## src/rtl/lhc_pkg.sv

```systemverilog
/*
 Shared constants of the link host control register bank and its controller.
 Assumes a single 50 MHz clock for both ends.
*/
package lhc_pkg;
  // Device register map (byte addresses)
  localparam logic [11:0] LHC_CTRL_SET_OFS  = 12'h050;
  localparam logic [11:0] LHC_CTRL_CLR_OFS  = 12'h054;
  localparam logic [11:0] LHC_SID_BASE_OFS  = 12'h064;
  localparam logic [11:0] LHC_PHYDOM_A_LO   = 12'h0dc;
  localparam logic [11:0] LHC_PHYDOM_A_HI   = 12'h0f0;
  localparam logic [11:0] LHC_PHYDOM_B_LO   = 12'h100;
  localparam logic [11:0] LHC_PHYDOM_B_HI   = 12'h11c;
  // Control register bit positions
  localparam int LHC_BIT_PERMIT = 23;
  localparam int LHC_BIT_ENH    = 22;
  localparam int LHC_BIT_LPS    = 19;
  localparam int LHC_BIT_PWE    = 18;
  localparam int LHC_BIT_LINK   = 17;
  localparam int LHC_BIT_SRST   = 16;
  localparam int LHC_SID_LSB    = 11;
  // Reset values
  localparam logic [31:0] LHC_SID_RST  = 32'h0000_0000;
  localparam logic [31:0] LHC_ALL_ONES = 32'hffff_ffff;
  // Timing
  localparam int LHC_CLK_MHZ      = 50;
  localparam logic [3:0] LHC_SRST_CYCLES = 4'h8;
  localparam int LHC_LPS_WAIT_US  = 10000;
  localparam int LHC_LPS_WAIT_CYC = LHC_LPS_WAIT_US * LHC_CLK_MHZ;
  // Controller registers on AHB-Lite (byte addresses)
  localparam logic [4:0] LHC_H_ADDR_OFS  = 5'h00;
  localparam logic [4:0] LHC_H_WDATA_OFS = 5'h04;
  localparam logic [4:0] LHC_H_CMD_OFS   = 5'h08;
  localparam logic [4:0] LHC_H_STAT_OFS  = 5'h0c;
  localparam logic [4:0] LHC_H_RDATA_OFS = 5'h10;
  localparam int LHC_CMD_GO    = 0;
  localparam int LHC_CMD_WRITE = 1;

  typedef enum logic [1:0] {
    LHC_HS_IDLE = 2'b00,
    LHC_HS_REQ  = 2'b01,
    LHC_HS_LPSW = 2'b10
  } lhc_hstate_t;
endpackage : lhc_pkg

```

## src/rtl/lhc_if.sv

```systemverilog
/*
 Register access link between the controller (host) and the register bank (dev).
 Assumes both ends run on the same clock; the host holds req until ack.
*/
`timescale 1ns/1ns
interface lhc_if;
  logic        req;
  logic        write;
  logic [11:0] addr;
  logic [31:0] wdata;
  logic        ack;
  logic        abort;
  logic [31:0] rdata;

  modport dev  (input req, write, addr, wdata, output ack, abort, rdata);
  modport host (output req, write, addr, wdata, input ack, abort, rdata);
endinterface : lhc_if

```

## src/rtl/lhc_dev.sv

```systemverilog
/*
 Link host control register bank: control set/clear pair and self-ID base.
 Assumes the host holds a request until ack, and that the PHY clock state
 arrives as an asynchronous pin level.
*/
// The implementer's own choice: the AHB-Lite slave port.
// Notes on behaviour
// RULE1: Enhancements set only with permit and link on
// RULE2: Without permit, enhancement bit stays unchanged
// RULE3: Reserved control bits 21:20 read zero
// RULE4: Power status bit gates link to PHY
// RULE5: Stopped PHY clock domain access is aborted
// RULE6: No-abort option returns all ones instead
// RULE7: DCh-F0h and 100h-11Ch are PHY domain
// RULE8: Software waits 10 ms after power status
// RULE9: Posted write bit changes only while link off
// RULE10: Link enable cleared by either reset
// RULE11: Software enables link then forces bus reset
// RULE12: Link off disconnects from bus at once
// RULE13: Software reset restores link registers
// RULE14: Software reset bit self-clears when done
// RULE15: Low sixteen control bits read zero
// RULE16: Permit bit cleared only by global reset
// RULE17: Self-ID base is 2K aligned address
// RULE18: Self-ID base bits 10:0 read zero
// RULE19: Control reached at set 50h, clear 54h
// RULE20: Ones set or clear, reads show value
`timescale 1ns/1ns
module lhc_dev
  import lhc_pkg::*;
(
  input  wire logic        i_mclk,
  input  wire logic        i_resetn,
  lhc_if.dev               bus,
  input  wire logic        i_phy_clk_live,
  input  wire logic        i_no_abort_on_stopped_clock,
  input  wire logic        i_permit_strap,
  output logic             o_phy_comm_allowed,
  output logic             o_bus_connected,
  output logic             o_posted_write_on,
  output logic             o_phy_enhance_on,
  output logic             o_soft_reset_busy,
  output logic [31:0]      o_self_id_base
);
  import lhc_pkg::*;

  ////////////////////////////////////////////////////////////////////////////
  logic        live_s1_r;
  logic        live_s2_r;
  logic        ack_r;
  logic        abort_r;
  logic [31:0] rdata_r;
  logic        enh_r;
  logic        lps_r;
  logic        pwe_r;
  logic        link_r;
  logic        srst_r;
  logic [3:0]  srst_cnt_r;
  logic        permit_r;
  logic        strap_done_r;
  logic        conn_r;
  logic [31:LHC_SID_LSB] sid_r;
  logic        take;
  logic        wr_set;
  logic        wr_clr;
  logic        wr_sid;
  logic        phy_dom;
  logic [31:0] ctrl_rd;

  ////////////////////////////////////////////////////////////////////////////
  // PHY clock state is a foreign level
  always_ff @(posedge i_mclk or negedge i_resetn) begin
    if (!i_resetn) begin
      live_s1_r <= 1'b0;
      live_s2_r <= 1'b0;
    end else begin
      live_s1_r <= i_phy_clk_live;
      live_s2_r <= live_s1_r;
    end
  end

  ////////////////////////////////////////////////////////////////////////////
  // One take per request; ack blocks the held request from repeating
  assign take   = bus.req & ~ack_r;
  assign wr_set = take & bus.write & (bus.addr == LHC_CTRL_SET_OFS); // [RULE19]
  assign wr_clr = take & bus.write & (bus.addr == LHC_CTRL_CLR_OFS); // [RULE19]
  assign wr_sid = take & bus.write & (bus.addr == LHC_SID_BASE_OFS);
  assign phy_dom = ((bus.addr >= LHC_PHYDOM_A_LO) && (bus.addr <= LHC_PHYDOM_A_HI)) ||
                   ((bus.addr >= LHC_PHYDOM_B_LO) && (bus.addr <= LHC_PHYDOM_B_HI)); // [RULE7]

  always_comb begin
    ctrl_rd                 = 32'h0000_0000; // [RULE3] [RULE15]
    ctrl_rd[LHC_BIT_PERMIT] = permit_r;
    ctrl_rd[LHC_BIT_ENH]    = enh_r;
    ctrl_rd[LHC_BIT_LPS]    = lps_r;
    ctrl_rd[LHC_BIT_PWE]    = pwe_r;
    ctrl_rd[LHC_BIT_LINK]   = link_r;
    ctrl_rd[LHC_BIT_SRST]   = srst_r; // [RULE14]
  end

  ////////////////////////////////////////////////////////////////////////////
  // Strap caught after release; software reset never reaches it
  always_ff @(posedge i_mclk or negedge i_resetn) begin
    if (!i_resetn) begin
      permit_r     <= 1'b0; // [RULE16]
      strap_done_r <= 1'b0;
    end else if (!strap_done_r) begin
      permit_r     <= i_permit_strap;
      strap_done_r <= 1'b1;
    end
  end

  ////////////////////////////////////////////////////////////////////////////
  // Software reset sequencer
  always_ff @(posedge i_mclk or negedge i_resetn) begin
    if (!i_resetn) begin
      srst_r     <= 1'b0;
      srst_cnt_r <= 4'h0;
    end else if (srst_r) begin
      srst_cnt_r <= srst_cnt_r - 4'h1;
      if (srst_cnt_r == 4'h0) begin
        srst_r <= 1'b0; // [RULE14]
      end
    end else if (wr_set && bus.wdata[LHC_BIT_SRST]) begin
      srst_r     <= 1'b1;
      srst_cnt_r <= LHC_SRST_CYCLES - 4'h1;
    end
  end

  ////////////////////////////////////////////////////////////////////////////
  // Control bits; while software reset runs they sit at reset values
  always_ff @(posedge i_mclk or negedge i_resetn) begin
    if (!i_resetn) begin
      enh_r  <= 1'b0;
      lps_r  <= 1'b0;
      pwe_r  <= 1'b0;
      link_r <= 1'b0; // [RULE10]
    end else if (srst_r) begin
      enh_r  <= 1'b0; // [RULE13]
      lps_r  <= 1'b0;
      pwe_r  <= 1'b0;
      link_r <= 1'b0; // [RULE10]
    end else if (wr_set) begin
      if (bus.wdata[LHC_BIT_ENH] && permit_r && link_r) begin
        enh_r <= 1'b1; // [RULE1] [RULE20]
      end
      if (bus.wdata[LHC_BIT_LPS]) begin
        lps_r <= 1'b1; // [RULE20]
      end
      if (bus.wdata[LHC_BIT_PWE] && !link_r) begin
        pwe_r <= 1'b1; // [RULE9]
      end
      if (bus.wdata[LHC_BIT_LINK]) begin
        link_r <= 1'b1;
      end
    end else if (wr_clr) begin
      if (bus.wdata[LHC_BIT_ENH] && permit_r) begin
        enh_r <= 1'b0; // [RULE2] [RULE20]
      end
      if (bus.wdata[LHC_BIT_LPS]) begin
        lps_r <= 1'b0;
      end
      if (bus.wdata[LHC_BIT_PWE] && !link_r) begin
        pwe_r <= 1'b0; // [RULE9]
      end
      if (bus.wdata[LHC_BIT_LINK]) begin
        link_r <= 1'b0;
      end
    end
  end

  ////////////////////////////////////////////////////////////////////////////
  // Self-ID base: only the 2K-aligned upper bits are stored
  always_ff @(posedge i_mclk or negedge i_resetn) begin
    if (!i_resetn) begin
      sid_r <= LHC_SID_RST[31:LHC_SID_LSB];
    end else if (srst_r) begin
      sid_r <= LHC_SID_RST[31:LHC_SID_LSB]; // [RULE13]
    end else if (wr_sid) begin
      sid_r <= bus.wdata[31:LHC_SID_LSB]; // [RULE17] [RULE18]
    end
  end

  ////////////////////////////////////////////////////////////////////////////
  // Bus connection drops in the same cycle that link goes off
  always_ff @(posedge i_mclk or negedge i_resetn) begin
    if (!i_resetn) begin
      conn_r <= 1'b0;
    end else begin
      conn_r <= link_r & ~srst_r & ~(wr_clr & bus.wdata[LHC_BIT_LINK]); // [RULE12]
    end
  end

  ////////////////////////////////////////////////////////////////////////////
  // Answer one cycle after the take
  always_ff @(posedge i_mclk or negedge i_resetn) begin
    if (!i_resetn) begin
      ack_r   <= 1'b0;
      abort_r <= 1'b0;
      rdata_r <= 32'h0000_0000;
    end else begin
      ack_r   <= take;
      abort_r <= 1'b0;
      if (take) begin
        if (phy_dom && !live_s2_r) begin
          if (i_no_abort_on_stopped_clock) begin
            rdata_r <= LHC_ALL_ONES; // [RULE6]
          end else begin
            abort_r <= 1'b1; // [RULE5]
            rdata_r <= 32'h0000_0000;
          end
        end else if (bus.write) begin
          rdata_r <= 32'h0000_0000;
        end else if ((bus.addr == LHC_CTRL_SET_OFS) || (bus.addr == LHC_CTRL_CLR_OFS)) begin
          rdata_r <= ctrl_rd; // [RULE20]
        end else if (bus.addr == LHC_SID_BASE_OFS) begin
          rdata_r <= {sid_r, 11'h000}; // [RULE18]
        end else begin
          // Unmodelled addresses read zero
          rdata_r <= 32'h0000_0000;
        end
      end
    end
  end

  assign bus.ack            = ack_r;
  assign bus.abort          = abort_r;
  assign bus.rdata          = rdata_r;
  assign o_phy_comm_allowed = lps_r; // [RULE4]
  assign o_bus_connected    = conn_r;
  assign o_posted_write_on  = pwe_r;
  assign o_phy_enhance_on   = enh_r;
  assign o_soft_reset_busy  = srst_r;
  assign o_self_id_base     = {sid_r, 11'h000};
endmodule : lhc_dev

```

## src/flat_wrapper.sv

```systemverilog
// flat-port wrapper written by rule: the top's interface ports become plain ports
module lhc_dev_flat import lhc_pkg::*;
  (i_mclk, i_resetn, i_phy_clk_live, i_no_abort_on_stopped_clock, i_permit_strap, o_phy_comm_allowed, o_bus_connected, o_posted_write_on, o_phy_enhance_on, o_soft_reset_busy, o_self_id_base, bus_req, bus_write, bus_addr, bus_wdata, bus_ack, bus_abort, bus_rdata);
  lhc_if bus_i ();
  input  wire logic i_mclk;
  input  wire logic i_resetn;
  input  wire logic i_phy_clk_live;
  input  wire logic i_no_abort_on_stopped_clock;
  input  wire logic i_permit_strap;
  output logic o_phy_comm_allowed;
  output logic o_bus_connected;
  output logic o_posted_write_on;
  output logic o_phy_enhance_on;
  output logic o_soft_reset_busy;
  output logic [31:0] o_self_id_base;
  input wire logic [$bits(bus_i.req)-1:0] bus_req;
  input wire logic [$bits(bus_i.write)-1:0] bus_write;
  input wire logic [$bits(bus_i.addr)-1:0] bus_addr;
  input wire logic [$bits(bus_i.wdata)-1:0] bus_wdata;
  output wire logic [$bits(bus_i.ack)-1:0] bus_ack;
  output wire logic [$bits(bus_i.abort)-1:0] bus_abort;
  output wire logic [$bits(bus_i.rdata)-1:0] bus_rdata;
  assign bus_i.req = bus_req;
  assign bus_i.write = bus_write;
  assign bus_i.addr = bus_addr;
  assign bus_i.wdata = bus_wdata;
  assign bus_ack = bus_i.ack;
  assign bus_abort = bus_i.abort;
  assign bus_rdata = bus_i.rdata;
  lhc_dev u_core (.i_mclk(i_mclk), .i_resetn(i_resetn), .bus(bus_i), .i_phy_clk_live(i_phy_clk_live), .i_no_abort_on_stopped_clock(i_no_abort_on_stopped_clock), .i_permit_strap(i_permit_strap), .o_phy_comm_allowed(o_phy_comm_allowed), .o_bus_connected(o_bus_connected), .o_posted_write_on(o_posted_write_on), .o_phy_enhance_on(o_phy_enhance_on), .o_soft_reset_busy(o_soft_reset_busy), .o_self_id_base(o_self_id_base));
endmodule
```

## config.mk

```make
export PLATFORM = sky130hd
export DESIGN_NAME = lhc_dev_flat
export DESIGN_NICKNAME = d
export VERILOG_FILES = /design/src/rtl/lhc_pkg.sv /design/src/rtl/lhc_if.sv /design/src/rtl/lhc_dev.sv /design/src/flat_wrapper.sv
export SDC_FILE = /design/constraint.sdc
export NUM_CORES = 1
export LEC_CHECK = 0
export ABC_CLOCK_PERIOD_IN_PS = 2500
export BUFFER_PORTS_ARGS = -buffer_cell sky130_fd_sc_hd__buf_2
export CAP_MARGIN = 10
export CORE_MARGIN = 5
export CORE_UTILIZATION = 41
export CTS_CLUSTER_SIZE = 16
export DETAILED_ROUTE_END_ITERATION = 10
export PLACE_DENSITY = 0.82
export SLEW_MARGIN = 20
export SYNTH_ARGS = -nofsm -noshare
export SYNTH_HDL_FRONTEND = slang
export SYNTH_SLANG_ARGS = --single-unit
```

## constraint.sdc

```tcl
create_clock -name i_mclk -period 2.5 [get_ports i_mclk]
set_input_delay 0.125 -clock i_mclk [delete_from_list [all_inputs] [get_ports i_mclk]]
set_output_delay 0.125 -clock i_mclk [all_outputs]
set_load 0.005 [all_outputs]
```

# Word-level counts from Yosys, hierarchy flattened

Index checks and enable logic that the tools add are counted.

Register bits: 69
Input bits: 51
Output and inout port bits: 71
Logic and storage cells: 96

Add/subtract/negate cells: 1
Order comparisons: 4
Equality and inequality tests: 10
Multiplexer cells: 35
Bitwise gates (word level): 11
Reductions and logical operators: 20

Operator list:

| cell                  | number |
|---|---|
| $mux W32              | 5 |
| $mux W21              | 2 |
| $eq A12 B7 Y1 const B | 3 |
| $mux W1               | 26 |
| $ne A3 B2 Y1 const B  | 7 |
| $ge A12 B8 Y1 const B | 1 |
| $ge A12 B9 Y1 const B | 1 |
| $le A12 B8 Y1 const B | 1 |
| $le A12 B9 Y1 const B | 1 |
| $reduce_and A3 Y1     | 4 |
| $and A1 B1 Y1         | 8 |
| $mux W4               | 2 |
| $logic_and A1 B1 Y1   | 7 |
| $reduce_bool A3 Y1    | 2 |
| $logic_not A4 Y1      | 1 |
| $reduce_bool A2 Y1    | 2 |
| $sub A4 B1 Y4 const B | 1 |
| $not A1 Y1            | 3 |
| $logic_not A1 Y1      | 2 |
| $logic_or A1 B1 Y1    | 2 |

# Longest topological paths before layout

Word-level depth: 7
Depth in mapped cells: 6
Mapped depth without buffers: 4

# Worst setup path after synthesis

No wires, ideal clock.

Path kind: register to register
From: register u_core.ack_r, in the netlist u_core.bus.ack
To: register u_core.pwe_r, in the netlist u_core.o_posted_write_on
Library setup time: 0.078 ns
Arrival: 1.931 ns
Data required time: 2.422 ns
Slack: 0.491 ns
Stages on the path, launching flop included: 5
Path buffers: 0
Clock period less this slack: 2.009 ns
Cells stage by stage: dfrtp_1 -> or4b_4 -> or4b_4 -> or3_1 -> a21oi_1

Cells in the longest elaborated chain, start to end: 6
Elaborated cells on any way between the ends: 11
Classes of those cells: eq/ne (2); mux (2); bitwise (5); reduce/logical (2)

Ends and longest elaborated chain:

| what                                                          | RTL line                     | RTL |
|---|---|---|
| from (decl)                                                   | lhc_dev.sv:50                | `logic ack_r;` |
| from (signal assigned)                                        | lhc_dev.sv:202               | `ack_r <= take;` |
| $not A1 Y1 (*)                                                | lhc_dev.sv:84                | `assign take = bus.req & ~ack_r;` |
| $and A1 B1 Y1 (*)                                             | lhc_dev.sv:84                |  |
| $and A1 B1 Y1 (*)                                             | lhc_dev.sv:85, lhc_dev.sv:86 |  |
| $and A1 B1 Y1, on equally long branches                       | lhc_dev.sv:85, lhc_dev.sv:86 |  |
| $ne A3 B2 Y1 (no line) (tied with other cells)                | n/a                          |  |
| $reduce_and A3 Y1 (no line) / $mux W1 (equally long branches) | n/a                          |  |
| to (signal assigned)                                          | lhc_dev.sv:136               | `pwe_r <= 1'b0;` |
| to (signal assigned)                                          | lhc_dev.sv:141               | `pwe_r <= 1'b0;` |
| to (signal assigned)                                          | lhc_dev.sv:151               | `pwe_r <= 1'b1;` |
| to (decl)                                                     | lhc_dev.sv:55                | `logic pwe_r;` |

Mark *: on every way between the ends. The rest lies on a longest branch, timed or not.
A chain may end at the register's enable or synchronous reset.

# Worst setup path in the final report

From: register u_core.ack_r, in the netlist u_core.bus.ack
To: register u_core.sid_r[16] (netlist name)

Cells in the longest elaborated chain, start to end: 5

Ends and longest elaborated chain:

| what                         | RTL line       | RTL |
|---|---|---|
| $not A1 Y1                   | lhc_dev.sv:84  |  |
| $and A1 B1 Y1                | lhc_dev.sv:84  |  |
| $and A1 B1 Y1 (2 in series)  | lhc_dev.sv:87  | `assign wr_sid = take & bus.write & (bus.addr == LHC_SID_BASE_OFS);` |
| $reduce_bool A2 Y1 (no line) | n/a            |  |
| to (signal assigned)         | lhc_dev.sv:176 | `sid_r <= LHC_SID_RST[31:LHC_SID_LSB];` |
| to (signal assigned)         | lhc_dev.sv:178 | `sid_r <= LHC_SID_RST[31:LHC_SID_LSB];` |
| to (signal assigned)         | lhc_dev.sv:180 | `sid_r <= bus.wdata[31:LHC_SID_LSB];` |
| to (decl)                    | lhc_dev.sv:62  | `logic [31:LHC_SID_LSB] sid_r;` |

No other way between the ends.

==> results_tabular.tex <==
\begin{tabular}{lr}
\hline
Metric & Value \\
\hline
\multicolumn{2}{l}{\textbf{GRT}} \\
Antenna violations before repair & 0 \\
Overall global routing resource usage & 17.7\% \\
Global route overflow & 0 \\
Largest net degree at the start of global routing & 39 \\
Number of global-route vias before repair & 2,454 \\
Global-route wire length before repair & 11.9 mm \\
\multicolumn{2}{l}{\textbf{Min path}} \\
Class of the tightest hold or removal check & primary input to register \\
Hold-critical path depth & 3 \\
Hold Startpoint & bus\_wdata[26] \\
Worst hold endpoint & u\_core.sid\_r[26] \\
\multicolumn{2}{l}{\textbf{Clock network}} \\
CTS clk-pin slew, worst paths & 0.07 ns \\
Cell at the root of the clock tree & clkbuf\_8 \\
Post-cts repair resize count & 0 \\
TritonCTS clock tree & yes \\
Cts-stage hold buffer count & 2 \\
Clock buffers created by TritonCTS & 9 \\
Worst-skew pair later-pin latency & 0.33 ns \\
Clock sink total & 59 \\
Largest buffer count on any clock path & 2 \\
Post-CTS Setup Bufs & 0 \\
H-tree Lvls & 3 \\
\multicolumn{2}{l}{\textbf{Synthesis}} \\
Sequential share of the synthesized area & 53.2\% \\
Average cell area after synthesis & 9.74 um2 \\
Number of instances in the synthesized netlist & 285 \\
Post-synth design cell area & 0.00278 mm2 \\
Netlist cell types & 38 \\
Primary FF master, synth & dfrtp\_1 \\
Warning count from the yosys run & 0 \\
FF+latch count, synth & 59 \\
Number of flops mapped to enable cells by yosys & 0 \\
Post-synthesis async set-or-reset flop share & 100\% \\
\multicolumn{2}{l}{\textbf{Power and ir drop}} \\
Total Power & 1970 uW \\
Pwr per Cell Area & 563 mW/mm2 \\
Leak pwr & 0.00193 uW \\
Worst IR Drop VDD & 0.274 mV \\
\multicolumn{2}{l}{\textbf{Critical path}} \\
Arrival time of data at the critical path endpoint & 2.31 ns \\
Peak fanout along the critical path & 17 \\
Classification of the worst setup path & register to register \\
Worst r2r dst & u\_core.sid\_r[16] \\
Worst Path Required & 2.68 ns \\
Logic depth of the worst register-to-register path & 5 \\
Critical path cell sequence & or4b\_4, or4\_1, buf\_4, nand2\_1, a21oi\_1 \\
Type of element launching the critical path & register \\
Reg2Reg Launch Point & u\_core.bus.ack \\
Slowest cell on the critical path & or4\_1 \\
Slowest cell delay on critical path & 0.65 ns \\
Flop-to-flop setup slack & 0.36 ns \\
Worst setup EP type & register \\
\multicolumn{2}{l}{\textbf{Timing}} \\
Post-layout minimum cycle time & 2.14 ns \\
Final number of setup-violating endpoints & 0 \\
Hold WS & 0.0257 ns \\
Setup slack of the critical path after layout & 0.362 ns \\
Max-slew violations & 0 \\
Ratio of final minimum period to clock period & 85.5\% \\
Setup Skew & 0.0127 ns \\
Hold Violations, Final & 0 \\
RSZ-0062 raised after global routing & no \\
Slew at the pin closest to its max-slew limit & 0.587 ns \\
Max Fclk & 468 MHz \\
Worst slew margin relative to its limit & 60.9\% \\
Setup TNS & 0 ns \\
\multicolumn{2}{l}{\textbf{Finish}} \\
Area occupied by multi-input gates & 0.00109 mm2 \\
Nets@finish & 433 \\
Leading cell type in the layout, fill and taps excluded & buf\_2 \\
Non-Filler Instances & 465 \\
Fraction of layout cells with a size suffix above 1 & 34.3\% \\
Relative area change from synthesis to final layout & 25.9\% \\
Antenna cell count & 0 \\
Count of filler cells inserted in the layout & 623 \\
Area taken by flip-flops and latches & 0.00148 mm2 \\
Commonest non-fill, non-tap cells in the layout & 99 x buf\_2, 67 x nand2\_1, 59 x dfrtp\_1 \\
Number of flip-flops in the largest register & 22 \\
\multicolumn{2}{l}{\textbf{Route}} \\
Detail-routed via count per cell & 5.21 \\
Remaining antenna violation count after routing & 0 \\
Post-detailed-route DRC marker count & 0 \\
Total number of vias & 2,422 \\
Post-DR wirelength/cell & 15.7 um \\
Initial DRT Pass Iterations & 5 \\
Number of DRC markers after the initial detailed-route iteration & 128 \\
Total wire length after detailed routing & 7.31 mm \\
\multicolumn{2}{l}{\textbf{Floorplan}} \\
Initial standard-cell utilization of the core & 41.6\% \\
Core Region & 0.00668 mm2 \\
Die Height & 92.3 um \\
Die ar. & 0.00852 mm2 \\
Top-level port count & 122 \\
Row count & 30 \\
Floorplan die width & 92.3 um \\
\multicolumn{2}{l}{\textbf{Outcome}} \\
Status & completed \\
\multicolumn{2}{l}{\textbf{Placed design}} \\
Detail Placement HPWL & 5.24 mm \\
Number of buffer cells added on primary ports & 99 \\
Global placement routability congestion & 0.806 \\
Worst slack after detailed placement & 0.348 ns \\
Dpl cells & 447 \\
\multicolumn{2}{l}{\textbf{Job}} \\
Reported max-cap violation count & 0 \\
\hline
\end{tabular}
[through the flow]
stage | cell area [um2] | util [%]
after floorplan | 2810 | -
after global placement | 3270 | 49.0
after detailed placement | 3270 | 49.0
after CTS | 3500 | 52.3
after global routing | 3500 | 52.3
final | 3500 | 52.3
[synthesized netlist by cell type (all sizes together) (2+ instances only)]
master / number / area share (%)
nor2b: 3 / 0.68
nor3b: 2 / 0.54
inv: 9 / 1.2
nand3b: 3 / 0.81
or4b: 6 / 2.6
a21oi: 25 / 4.5
clkbuf: 16 / 2.2
a22o: 6 / 1.9
nand2b: 2 / 0.45
a22oi: 22 / 5.9
conb: 2 / 0.27
nor2: 4 / 0.54
a41oi: 3 / 0.95
dfrtp: 59 / 53
buf: 21 / 5.7
o21ai: 4 / 0.72
or3: 4 / 0.90
or4: 4 / 1.1
nor3: 3 / 0.54
nor4: 5 / 1.4
ha: 2 / 0.90
nand2: 67 / 9.1
[report_power, final]
| part | internal (uW) | switching (uW) | total [uW] |
|---|---|---|---|
| Combinational | 46.7 | 71.9 | 119 |
| Clock | 491 | 390 | 881 |
| Sequential | 962 | 5.79 | 968 |
[critical path, delay by kind of cell (launching register included)]
kind	cells	cell delay [ns]
DFF	1	0.40
AOI/OAI and AO/OA	1	0.06
buffers and inverters	1	0.26
and+or+nand+nor	3	1.27
[cells by family (layout without fill, tap and decap cells)]
family          after synthesis  count (layout)  share of synthesized area [%]
fa+ha+maj                     2               2                          0.901
xor+xnor                      1               1                          0.316
flops                        59              59                           53.2
buf+inv                      46             136                           9.06
compound gates               67              67                           16.2
simple gates                106             106                           19.3
mux                           2               2                          0.766
other cells                   2              12                          0.270
[metal layers]
layer,track usage (%),wire [um]
met5,0,0
met4,5.20,67
met3,3.49,477
met2,31.3,3610
met1,21.9,3160
[layout make-up]
class	instances	area share [%]
Inverter	9	0.966
Clock inverter	5	1.75
Multi-Input combinational cell	190	31.2
Sequential cell	59	42.2
Timing Repair Buffer	111	16.9
Clock buffer	11	4.04
Tap cell	80	2.86
[worst max-delay path by stage]
stage | cells after the start | start | to | slack (ns)
finish | 5 | u_core.bus.ack | u_core.sid_r[16] | 0.36
global route | 5 | u_core.bus.ack | u_core.sid_r[28] | 0.27
CTS | 5 | u_core.bus.ack | u_core.sid_r[16] | 0.35
detailed placement | 5 | u_core.bus.ack | u_core.sid_r[16] | 0.35
global placement | 5 | u_core.bus.ack | u_core.sid_r[24] | 0.38
floorplan | 4 | u_core.bus.ack | u_core.o_posted_write_on | 0.49
No activity file was read; power rests on OpenSTA's default activity.
